## config.mk

```make
export PLATFORM = sky130hd
export DESIGN_NAME = cmpg_core_memory_parity_guard
export DESIGN_NICKNAME = d
export VERILOG_FILES = /design/src/core/cmpg_pkg.sv /design/src/core/cmpg_parity_unit.sv /design/src/core/cmpg_addr_map.sv /design/src/core/cmpg_core_memory_parity_guard.sv
export SDC_FILE = /design/constraint.sdc
export NUM_CORES = 1
export LEC_CHECK = 0
export CAP_MARGIN = 20
export CELL_PAD_IN_SITES_DETAIL_PLACEMENT = 1
export CELL_PAD_IN_SITES_GLOBAL_PLACEMENT = 2
export CORE_UTILIZATION = 35
export DETAILED_ROUTE_END_ITERATION = 8
export DONT_BUFFER_PORTS = 1
export PLACE_DENSITY_LB_ADDON = 0.1
export SYNTH_ARGS = -nofsm -noshare
export SYNTH_HDL_FRONTEND = slang
export SYNTH_SLANG_ARGS = --single-unit
```

## constraint.sdc

```tcl
create_clock -name core_clk -period 3.05 [get_ports core_clk]
set_clock_uncertainty 0.1 [all_clocks]
set_input_delay 0.1525 -clock core_clk [delete_from_list [all_inputs] [get_ports core_clk]]
set_output_delay 0.1525 -clock core_clk [all_outputs]
set_load 0.01 [all_outputs]
```

## src/core/cmpg_pkg.sv

```systemverilog
// Purpose: shared constants and types for the core memory parity guard
// Assumes: 24-bit data words, memory control time counted in clock steps
// Notes: sizes are in words
`default_nettype none
package cmpg_pkg;
  localparam int unsigned CMPG_DATA_W = 24;
  localparam int unsigned CMPG_ADDR_W = 15;
  localparam logic [4:0] CMPG_CHECK_TIME = 5'h0C;
  localparam logic [4:0] CMPG_LAST_TIME = 5'h1F;
  localparam logic [CMPG_ADDR_W-1:0] CMPG_SIZE_16K = 15'h4000;
  localparam logic [CMPG_ADDR_W-1:0] CMPG_SIZE_24K = 15'h6000;
  localparam int unsigned CMPG_STACK_BIT = 14;
  localparam int unsigned CMPG_USERS = 4;
  localparam logic [1:0] CMPG_USER_CPU = 2'h0;

  typedef enum logic [1:0] {CMPG_MEM_16K, CMPG_MEM_24K, CMPG_MEM_32K} cmpg_size_type;

  typedef struct packed {
    cmpg_size_type size;
    logic no_channel_req;
    logic swap_stacks;
  } cmpg_cfg_type;

  typedef struct packed {
    logic upper_read;
    logic upper_write;
    logic lower_read;
    logic lower_write;
  } cmpg_drive_type;

  typedef struct packed {
    logic valid;
    logic write;
    logic [1:0] user;
    logic [CMPG_ADDR_W-1:0] addr;
    logic [CMPG_DATA_W-1:0] data;
    logic user_parity;
  } cmpg_req_type;

  function automatic logic cmpg_odd(input logic [CMPG_DATA_W-1:0] d);
    return ^d;
  endfunction : cmpg_odd
endpackage : cmpg_pkg
`default_nettype wire

```

## src/core/cmpg_parity_unit.sv

```systemverilog
// Purpose: odd-ones detect, parity generation and check compares
// Assumes: purely combinational, same clock domain as caller
// Notes: shared by the read check and the write transmission check
`default_nettype none
module cmpg_parity_unit
  import cmpg_pkg::*;
(
  input wire logic [CMPG_DATA_W-1:0] data,
  input wire logic parity_in,
  output logic data_odd_detect,
  output logic gen_parity,
  output logic odd_data_parity_one_error,
  output logic even_data_parity_zero_error,
  output logic mismatch
);
  assign data_odd_detect = cmpg_odd(data);
  assign gen_parity = ~data_odd_detect;
  assign odd_data_parity_one_error = data_odd_detect & parity_in;
  assign even_data_parity_zero_error = ~data_odd_detect & ~parity_in;
  assign mismatch = odd_data_parity_one_error | even_data_parity_zero_error;
endmodule : cmpg_parity_unit
`default_nettype wire

```

## src/core/cmpg_addr_map.sv

```systemverilog
// Purpose: stack select, wrap-around and out-of-range detect
// Assumes: configuration already held steady by caller
// Notes: combinational
`default_nettype none
module cmpg_addr_map
  import cmpg_pkg::*;
(
  input wire logic [CMPG_ADDR_W-1:0] addr,
  input wire cmpg_cfg_type cfg,
  output logic [CMPG_ADDR_W-1:0] wrapped_addr,
  output logic upper_stack,
  output logic out_of_range_address
);
  wire logic in_top_half;
  assign in_top_half = addr[CMPG_STACK_BIT];
  assign wrapped_addr = (cfg.size == CMPG_MEM_16K) ?
    {1'b0, addr[CMPG_STACK_BIT-1:0]} : addr;
  assign out_of_range_address = (cfg.size == CMPG_MEM_24K) &&
    (addr >= CMPG_SIZE_24K);
  // swap only applied at the 32K size, with both stacks fully fitted
  assign upper_stack = (cfg.size == CMPG_MEM_16K) ? 1'b0 :
    (in_top_half ^ (cfg.swap_stacks && cfg.size == CMPG_MEM_32K));
endmodule : cmpg_addr_map
`default_nettype wire

```

## src/core/cmpg_core_memory_parity_guard.sv

```systemverilog
// Purpose: parity check, error flags and power-loss cycle gating
// Assumes: one memory cycle per request, timed by a step counter
// Notes: initialize input acts as the reset of the error flags
`default_nettype none
module cmpg_core_memory_parity_guard
  import cmpg_pkg::*;
(
  input wire logic core_clk,
  input wire logic rstn,
  input wire logic clk_en,
  input wire cmpg_cfg_type cfg_pins,
  input wire cmpg_req_type req,
  input wire logic [CMPG_DATA_W-1:0] sense_data,
  input wire logic sense_parity_lower,
  input wire logic sense_parity_upper,
  input wire logic jump_if_no_parity,
  input wire logic clear_alarm,
  input wire logic initialize,
  input wire logic stop_on_parity,
  input wire logic alarm_option,
  input wire logic temp_out_of_range_pin,
  input wire logic power_loss_init_signal,
  input wire logic power_loss_start_block_signal,
  input wire logic power_loss_drive_block_signal,
  output logic req_accept,
  output logic parity_error_flag,
  output logic console_parity_lamp_flag,
  output logic core_parity_lamp,
  output logic core_temp_lamp,
  output logic alarm_lamp,
  output logic external_alarm,
  output logic no_parity_error,
  output logic cpu_access_blocked,
  output logic memory_halted,
  output logic [CMPG_USERS-1:0] channel_error_lamp,
  output logic [CMPG_USERS-1:0] user_parity_error_out,
  output logic [CMPG_USERS-1:0] transmission_parity_error,
  output logic cycle_initiate_flag,
  output logic memory_busy_flag,
  output logic initialize_flag,
  output logic [CMPG_ADDR_W-1:0] mem_addr,
  output logic [CMPG_DATA_W-1:0] write_data,
  output logic write_parity,
  output logic [CMPG_DATA_W-1:0] read_data,
  output cmpg_drive_type drive
);
  // two-flop synchronisers for pins
  logic [4:0] sync1_q;
  logic [4:0] sync2_q;
  wire logic mon_a;
  wire logic mon_b;
  wire logic mon_c;
  wire logic temp_bad;
  wire logic stop_sw;
  assign mon_a = sync2_q[0];
  assign mon_b = sync2_q[1];
  assign mon_c = sync2_q[2];
  assign temp_bad = sync2_q[3];
  assign stop_sw = sync2_q[4];
  cmpg_cfg_type cfg_q;
  cmpg_req_type cur_q;
  logic [4:0] step_q;
  logic upper_q;
  logic oor_q;
  logic perr_q;
  logic lamp_q;
  logic halt_q;
  logic [CMPG_USERS-1:0] chan_lamp_q;
  logic [CMPG_USERS-1:0] user_err_q;
  logic [CMPG_USERS-1:0] tx_err_q;
  logic [CMPG_DATA_W-1:0] data_q;
  logic par_q;
  logic [CMPG_ADDR_W-1:0] addr_q;
  wire logic [CMPG_ADDR_W-1:0] wrapped_addr;
  wire logic upper_stack;
  wire logic out_of_range_address;
  cmpg_addr_map u_map (
    .addr(req.addr),
    .cfg(cfg_q),
    .wrapped_addr(wrapped_addr),
    .upper_stack(upper_stack),
    .out_of_range_address(out_of_range_address)
  );

  // read check: parity bit from addressed stack, forced one beyond range
  wire logic parity_bit_select;
  assign parity_bit_select = oor_q | (upper_q ? sense_parity_upper :
    sense_parity_lower);
  wire logic odd_data_parity_one_error;
  wire logic even_data_parity_zero_error;
  wire logic rd_err;
  cmpg_parity_unit u_rd (
    .data(sense_data),
    .parity_in(parity_bit_select),
    .data_odd_detect(),
    .gen_parity(),
    .odd_data_parity_one_error(odd_data_parity_one_error),
    .even_data_parity_zero_error(even_data_parity_zero_error),
    .mismatch(rd_err)
  );

  // write side: generated bit stored, user bit only compared
  wire logic data_odd_detect;
  wire logic wr_gen;
  wire logic transmission_parity_compare;
  cmpg_parity_unit u_wr (
    .data(req.data),
    .parity_in(req.user_parity),
    .data_odd_detect(data_odd_detect),
    .gen_parity(wr_gen),
    .odd_data_parity_one_error(),
    .even_data_parity_zero_error(),
    .mismatch(transmission_parity_compare)
  );

  wire logic busy;
  wire logic is_cpu;
  wire logic req_allowed;
  wire logic initiate_from_request;
  wire logic check_now;
  wire logic clr_main;
  wire logic clr_lamp;
  wire logic tx_err_now;
  wire logic [CMPG_USERS-1:0] cur_user_onehot;
  wire logic [CMPG_USERS-1:0] req_user_onehot;
  assign busy = memory_busy_flag;
  assign is_cpu = (req.user == CMPG_USER_CPU);
  assign req_allowed = req.valid & (is_cpu ? ~cpu_access_blocked : ~cfg_q.no_channel_req)
    & ~halt_q;
  // any monitor low blocks a start; running cycles finish unless the first monitor drops, which ends them at once
  assign initiate_from_request = req_allowed & ~busy & mon_a & mon_b & mon_c
    & ~initialize_flag;
  assign req_accept = initiate_from_request;
  assign check_now = busy & ~cur_q.write & (step_q == CMPG_CHECK_TIME);
  assign clr_main = jump_if_no_parity | clear_alarm | initialize;
  assign clr_lamp = clear_alarm | initialize;
  assign cur_user_onehot = CMPG_USERS'(1) << cur_q.user;
  assign req_user_onehot = CMPG_USERS'(1) << req.user;
  assign tx_err_now = initiate_from_request & req.write & ~is_cpu
    & transmission_parity_compare;

  always_ff @(posedge core_clk)
  begin
    if (!rstn)
    begin
      sync1_q <= '0;
      sync2_q <= '0;
    end
    else if (clk_en)
    begin
      sync1_q <= {stop_on_parity, temp_out_of_range_pin, power_loss_drive_block_signal,
        power_loss_start_block_signal, power_loss_init_signal};
      sync2_q <= sync1_q;
    end
  end

  // cycle sequencer
  always_ff @(posedge core_clk)
  begin
    if (!rstn)
    begin
      cfg_q <= '{size: CMPG_MEM_16K, no_channel_req: 1'b0, swap_stacks: 1'b0};
      cur_q <= '0;
      step_q <= '0;
      upper_q <= 1'b0;
      oor_q <= 1'b0;
      cycle_initiate_flag <= 1'b0;
      memory_busy_flag <= 1'b0;
      initialize_flag <= 1'b1;
      addr_q <= '0;
      data_q <= '0;
      par_q <= 1'b0;
    end
    else if (clk_en)
    begin
      if (!busy)
        cfg_q <= cfg_pins;
      cycle_initiate_flag <= initiate_from_request;
      if (!mon_a)
      begin
        cycle_initiate_flag <= 1'b0;
        memory_busy_flag <= 1'b0;
        initialize_flag <= 1'b1;
        step_q <= '0;
      end
      else if (initiate_from_request)
      begin
        cur_q <= req;
        addr_q <= wrapped_addr;
        upper_q <= upper_stack;
        oor_q <= out_of_range_address;
        memory_busy_flag <= 1'b1;
        step_q <= '0;
        if (req.write)
        begin
          data_q <= req.data;
          par_q <= wr_gen;
        end
      end
      else if (busy)
      begin
        step_q <= step_q + 5'h01;
        // sensed word goes back unchanged, error or not
        if (!cur_q.write && step_q == CMPG_CHECK_TIME)
        begin
          data_q <= sense_data;
          par_q <= parity_bit_select;
        end
        if (step_q == CMPG_LAST_TIME)
          memory_busy_flag <= 1'b0;
      end
      else
        initialize_flag <= 1'b0;
    end
  end

  // error flags: setting wins over clearing
  always_ff @(posedge core_clk)
  begin
    if (!rstn)
    begin
      perr_q <= 1'b0;
      lamp_q <= 1'b0;
      halt_q <= 1'b0;
      chan_lamp_q <= '0;
      user_err_q <= '0;
      tx_err_q <= '0;
    end
    else if (clk_en)
    begin
      if (check_now && rd_err)
        perr_q <= 1'b1;
      else if (clr_main)
        perr_q <= 1'b0;
      if (check_now && rd_err)
        lamp_q <= 1'b1;
      else if (clr_lamp)
        lamp_q <= 1'b0;
      if (check_now && rd_err && temp_bad)
        halt_q <= 1'b1;
      else if (clr_lamp)
        halt_q <= 1'b0;
      if (check_now && rd_err && cur_q.user != CMPG_USER_CPU)
      begin
        chan_lamp_q <= chan_lamp_q | cur_user_onehot;
        user_err_q <= user_err_q | cur_user_onehot;
      end
      else if (clr_main)
        user_err_q <= '0;
      if (tx_err_now)
      begin
        tx_err_q <= tx_err_q | req_user_onehot;
        chan_lamp_q <= chan_lamp_q | req_user_onehot;
      end
      else if (clr_lamp)
      begin
        tx_err_q <= '0;
        if (!(check_now && rd_err))
          chan_lamp_q <= '0;
      end
    end
  end

  assign parity_error_flag = perr_q;
  assign console_parity_lamp_flag = lamp_q;
  assign core_parity_lamp = lamp_q;
  assign core_temp_lamp = temp_bad;
  assign alarm_lamp = lamp_q | temp_bad;
  assign external_alarm = alarm_option & (perr_q | temp_bad);
  assign no_parity_error = ~perr_q;
  assign cpu_access_blocked = perr_q & stop_sw;
  assign memory_halted = halt_q;
  assign channel_error_lamp = chan_lamp_q;
  assign user_parity_error_out = user_err_q;
  assign transmission_parity_error = tx_err_q;
  assign mem_addr = addr_q;
  assign write_data = data_q;
  assign write_parity = par_q;
  assign read_data = data_q;
  // read drive up to the check step, write drive after it, so the word is sensed before restore
  wire logic write_half = (step_q > CMPG_CHECK_TIME);
  assign drive.upper_read = busy & upper_q & ~write_half & mon_c;
  assign drive.upper_write = busy & upper_q & write_half & mon_c;
  assign drive.lower_read = busy & ~upper_q & ~write_half & mon_c;
  assign drive.lower_write = busy & ~upper_q & write_half & mon_c;

  a_flag_after_check: assert property (@(posedge core_clk) disable iff (!rstn)
    clk_en && check_now && rd_err |=> parity_error_flag)
    else $error("parity error not flagged after check");
  a_lamp_holds_jump: assert property (@(posedge core_clk) disable iff (!rstn)
    clk_en && lamp_q && !clr_lamp |=> lamp_q)
    else $error("console lamp cleared without alarm clear");
  a_no_start_monitor: assert property (@(posedge core_clk) disable iff (!rstn)
    req_accept |-> mon_a && mon_b && mon_c)
    else $error("cycle started with monitor low");
  a_drive_off_c: assert property (@(posedge core_clk) disable iff (!rstn)
    !mon_c |-> drive == '0)
    else $error("drive enabled with third monitor low");
  a_init_on_a: assert property (@(posedge core_clk) disable iff (!rstn)
    clk_en && !mon_a |=> !memory_busy_flag && initialize_flag)
    else $error("first monitor low did not initialize");
  a_write_parity_gen: assert property (@(posedge core_clk) disable iff (!rstn)
    clk_en && mon_a && req_accept && req.write |=> write_parity == ~(^write_data))
    else $error("stored parity not generated");
  a_cpu_blocked: assert property (@(posedge core_clk) disable iff (!rstn)
    req_accept && is_cpu |-> !(perr_q && stop_sw))
    else $error("processor access while stopped on parity");
  a_chan_disable: assert property (@(posedge core_clk) disable iff (!rstn)
    req_accept |-> is_cpu || !cfg_q.no_channel_req)
    else $error("channel request taken while disabled");
  a_restore_sensed: assert property (@(posedge core_clk) disable iff (!rstn)
    clk_en && check_now |=> write_data == $past(sense_data))
    else $error("sensed word not kept for restore");
endmodule : cmpg_core_memory_parity_guard
`default_nettype wire

```

==> qor.yml <==
worst_slack_ps: 225
synth.most_common_cell: "nand2_1"
cts.sink_count: 82
cts_tree: "done"
fin_crit_sh: 0.926
first_global_vias: 3783
outcome: "completed"
fin_setup_tns_ps: 0
ys_seq_area_frac: 0.403
fillers: 1337
synthAdderAreaFrac: 0.00921
initial_core_util: 0.359
dpl.hpwl_mm: 8.15
seqCellArea_um2: 1640
first_iter_violations: 173
ant_nets: 0
netlist_area_um2: 4080
r2r_slack_ps: 230
ys_async_sr_fraction: 0
startpoint_type: "flip-flop"
synth_top_family_by_area: "simple AND/OR/NAND/NOR gates"
wl_mm: 12.7
critPathKind: "reg -> reg"
max_stage_delay_ps: 590
num_antenna_cells: 0
multi_input_area_um2: 2110
rows: 39
cap_viol_max_count: 0
design_area_um2: 5160
final_layout_size_suffix_gt1_frac: 0.0701
antenna_found_initial: 0
place_area_um2: 4040
rsz0062_at_grt: "false"
yosys_warnings: 0
dr.pass1.iters: 4
die_w_um: 110
slowest_stage: "dlygate4sd3_1"
synth-seq-cells: 82
die-area_um2: 12100
synth_compound_area_frac: 0.150
pre_cts_slack_ps: 411
clk_path_buf_depth: 2
timing.rr.start: "memory_halted$_SDFFE_PN0P_"
fin_crit_ps: 2820
ff2ff_path_depth: 10
vias: 3603
yosys-top-cells-count: "nand2_1 (100), dfxtp_1 (82), nor2_1 (59), xnor2_1 (39), a21oi_1 (29)"
drc_errors: 0
crit_arrival_ps: 3010
cts.htree.levels: 3
syn_area_per_cell_um2: 8.35
hold_violations: 0
leakage_uw: 0.00196
core_um2: 11400
whs_endpoint: "step_q[0]$_SDFFE_PN0P_"
synth.area.mux_share: 0.0445
insertion_delay_ps: 350
worst_pin_slew_ps: 491
setup_viol: 0
ys_dominant_reg_cell: "dfxtp_1"
track_usage: 0.211
ctsRootBufferMaster: "clkbuf_16"
clkSlewWorstSetupHoldPaths_ps: 60
crit_chain: "nand4b_1 > nor4b_2 > o211ai_2 > inv_2 > a21oi_1 > nor2_4 > buf_12 > nor2_1 > a311oi_1 > dlygate4sd3_1"
yosysUniqueCellTypes: 51
synthCells: 488
clock.fmax_mhz: 354
die_h_um: 110
syn_to_final_growth_pct: 26.7
grt_max_degree: 50
fin_nets: 626
drv_slew: 0
required_ps: 3240
p_per_area_nw_per_um2: 502
grt_pass1_wl_mm: 19.0
synth_area_leaders: "dfxtp_1 (40%), nand2_1 (9.2%), xnor2_1 (8.4%)"
cpLargestDelayFamily: "buffers and inverters"
port_buffers: 0
cp_max_fo: 49
ir_worst_vdd_mv: 0.331
synth-xor-area-share: 0.111
avgViaCountPerCell: 5.26
yosys.area_share.simple: 0.202
yosys.area.top_type_share: 0.403
wl_per_cell_um: 18.5
ios: 179
max-slew-margin-rel: 0.669
numCtsBuffers: 9
hold_ws_ps: 28.8
hold_path_class: "in -> reg"
utilization: 0.454
whs_path_depth: 3
cp-end-kind: "flip-flop"
yosys.area.top_type: "dfxtp_1"
r2r_end: "read_data[0]$_SDFFE_PN0P_"
critPathBufInv: 3
worstHoldStart: "clk_en"
syn_nets: 577
place_congestion: 0.761
gr-total-overflow: 0
synth_edf_count: 0
power breakdown:
group,leakage [µW],total [µW],internal (µW),switching (µW)
clock,0.000151,1120,642,475
combinational,0.00114,379,219,160
sequential,0.000663,1100,1080,12.9
flip-flops by register name, summed over array words and instances, names as in the netlist, named ones only:
register,flops
read_data,24
mem_addr,15
step_q,5
sync1_q,5
sync2_q,5
cfg_q,4
transmission_parity_error,4
user_parity_error_out,4
channel_error_lamp,3
cur_q,3
console_parity_lamp_flag,1
cycle_initiate_flag,1
initialize_flag,1
memory_busy_flag,1
memory_halted,1
oor_q,1
parity_error_flag,1
upper_q,1
write_parity,1
stage by stage:
step,total power (µW),cells
2_1_floorplan,1370,488
3_3_place_gp,1420,588
3_5_place_dp,1420,588
4_1_cts,2630,685
5_1_grt,2700,685
6_report,2590,685
per-layer routing:
layer | vias up | GRT usage | part of all wire
met1 | 1719 | 0.242 | 0.41
met2 | 130 | 0.368 | 0.50
li1 | 1740 | - | -
met5 | - | 0 | 0
met4 | 0 | 0.0838 | 0.017
met3 | 14 | 0.0569 | 0.074
worst register-to-register path: stages (launching register included):
cell and delay [ps]:
dfxtp_1 350, nand4b_1 240, nor4b_2 410, o211ai_2 170, inv_2 100, a21oi_1 100
nor2_4 120, buf_12 230, nor2_1 80, a311oi_1 270, dlygate4sd3_1 590
final cells by class:
cell class,instances,share of cell area
flip-flops and latches,82,0.318
well taps,143,0.0346
clock inverters,7,0.0145
repair buffers,89,0.173
clock buffers,9,0.0436
inverters,10,0.00727
multi-input cells,345,0.409
logic make-up (layout without fill, tap and decap cells):
logic type / after synthesis / count (layout)
AND/OR/NAND/NOR: 191 / 191
adder cells (fa/ha/maj): 3 / 3
buffers and inverters: 61 / 115
XOR/XNOR: 47 / 47
AO/OA/AOI/OAI: 86 / 86
flip-flops: 82 / 82
multiplexers: 18 / 18
worst max path at each step:
stage / to / slack, ps / startpoint / cells after the start
after floorplan: read_data[19]$_SDFFE_PN0P_ / 830 / memory_halted$_SDFFE_PN0P_ / 9
after global placement: channel_error_lamp[1]$_SDFFE_PN0P_ / 450 / upper_q$_SDFFE_PN0P_ / 8
after detailed placement: channel_error_lamp[3]$_SDFFE_PN0P_ / 410 / upper_q$_SDFFE_PN0P_ / 8
after CTS: read_data[6]$_SDFFE_PN0P_ / 230 / memory_halted$_SDFFE_PN0P_ / 10
after global routing: read_data[7]$_SDFFE_PN0P_ / 10 / memory_halted$_SDFFE_PN0P_ / 10
final: read_data[0]$_SDFFE_PN0P_ / 230 / memory_halted$_SDFFE_PN0P_ / 10
timing repair:
action | 4_1_cts | 5_1_grt
hold buffers | 81 | 0
resized for setup | 0 | 0
endpoints found under the hold margin | 75 | 0
buffers inserted | 0 | 0
cell usage in the layout (no fill, tap or decap), types with 2 or more instances in the layout:
cell	n
a311oi_1	24
a22oi_1	2
nor2b_1	3
a2bb2oi_1	2
and2_1	2
xor2_1	5
xnor3_1	3
nor3_1	3
clkbuf_16	9
o21ai_0	9
dlygate4sd3_1	80
inv_1	8
dfxtp_1	82
nor2_1	58
a21oi_1	29
nand3_1	6
ha_1	3
and3_1	2
a211oi_1	3
a32o_1	2
xnor2_1	39
o2bb2ai_1	2
buf_12	2
buf_4	7
clkinv_2	2
inv_2	2
inv_6	3
nand2_1	100
mux2i_1	17
nand4b_1	4
or2_2	3
o21bai_1	2
No activity file was read; power rests on OpenSTA's default activity.
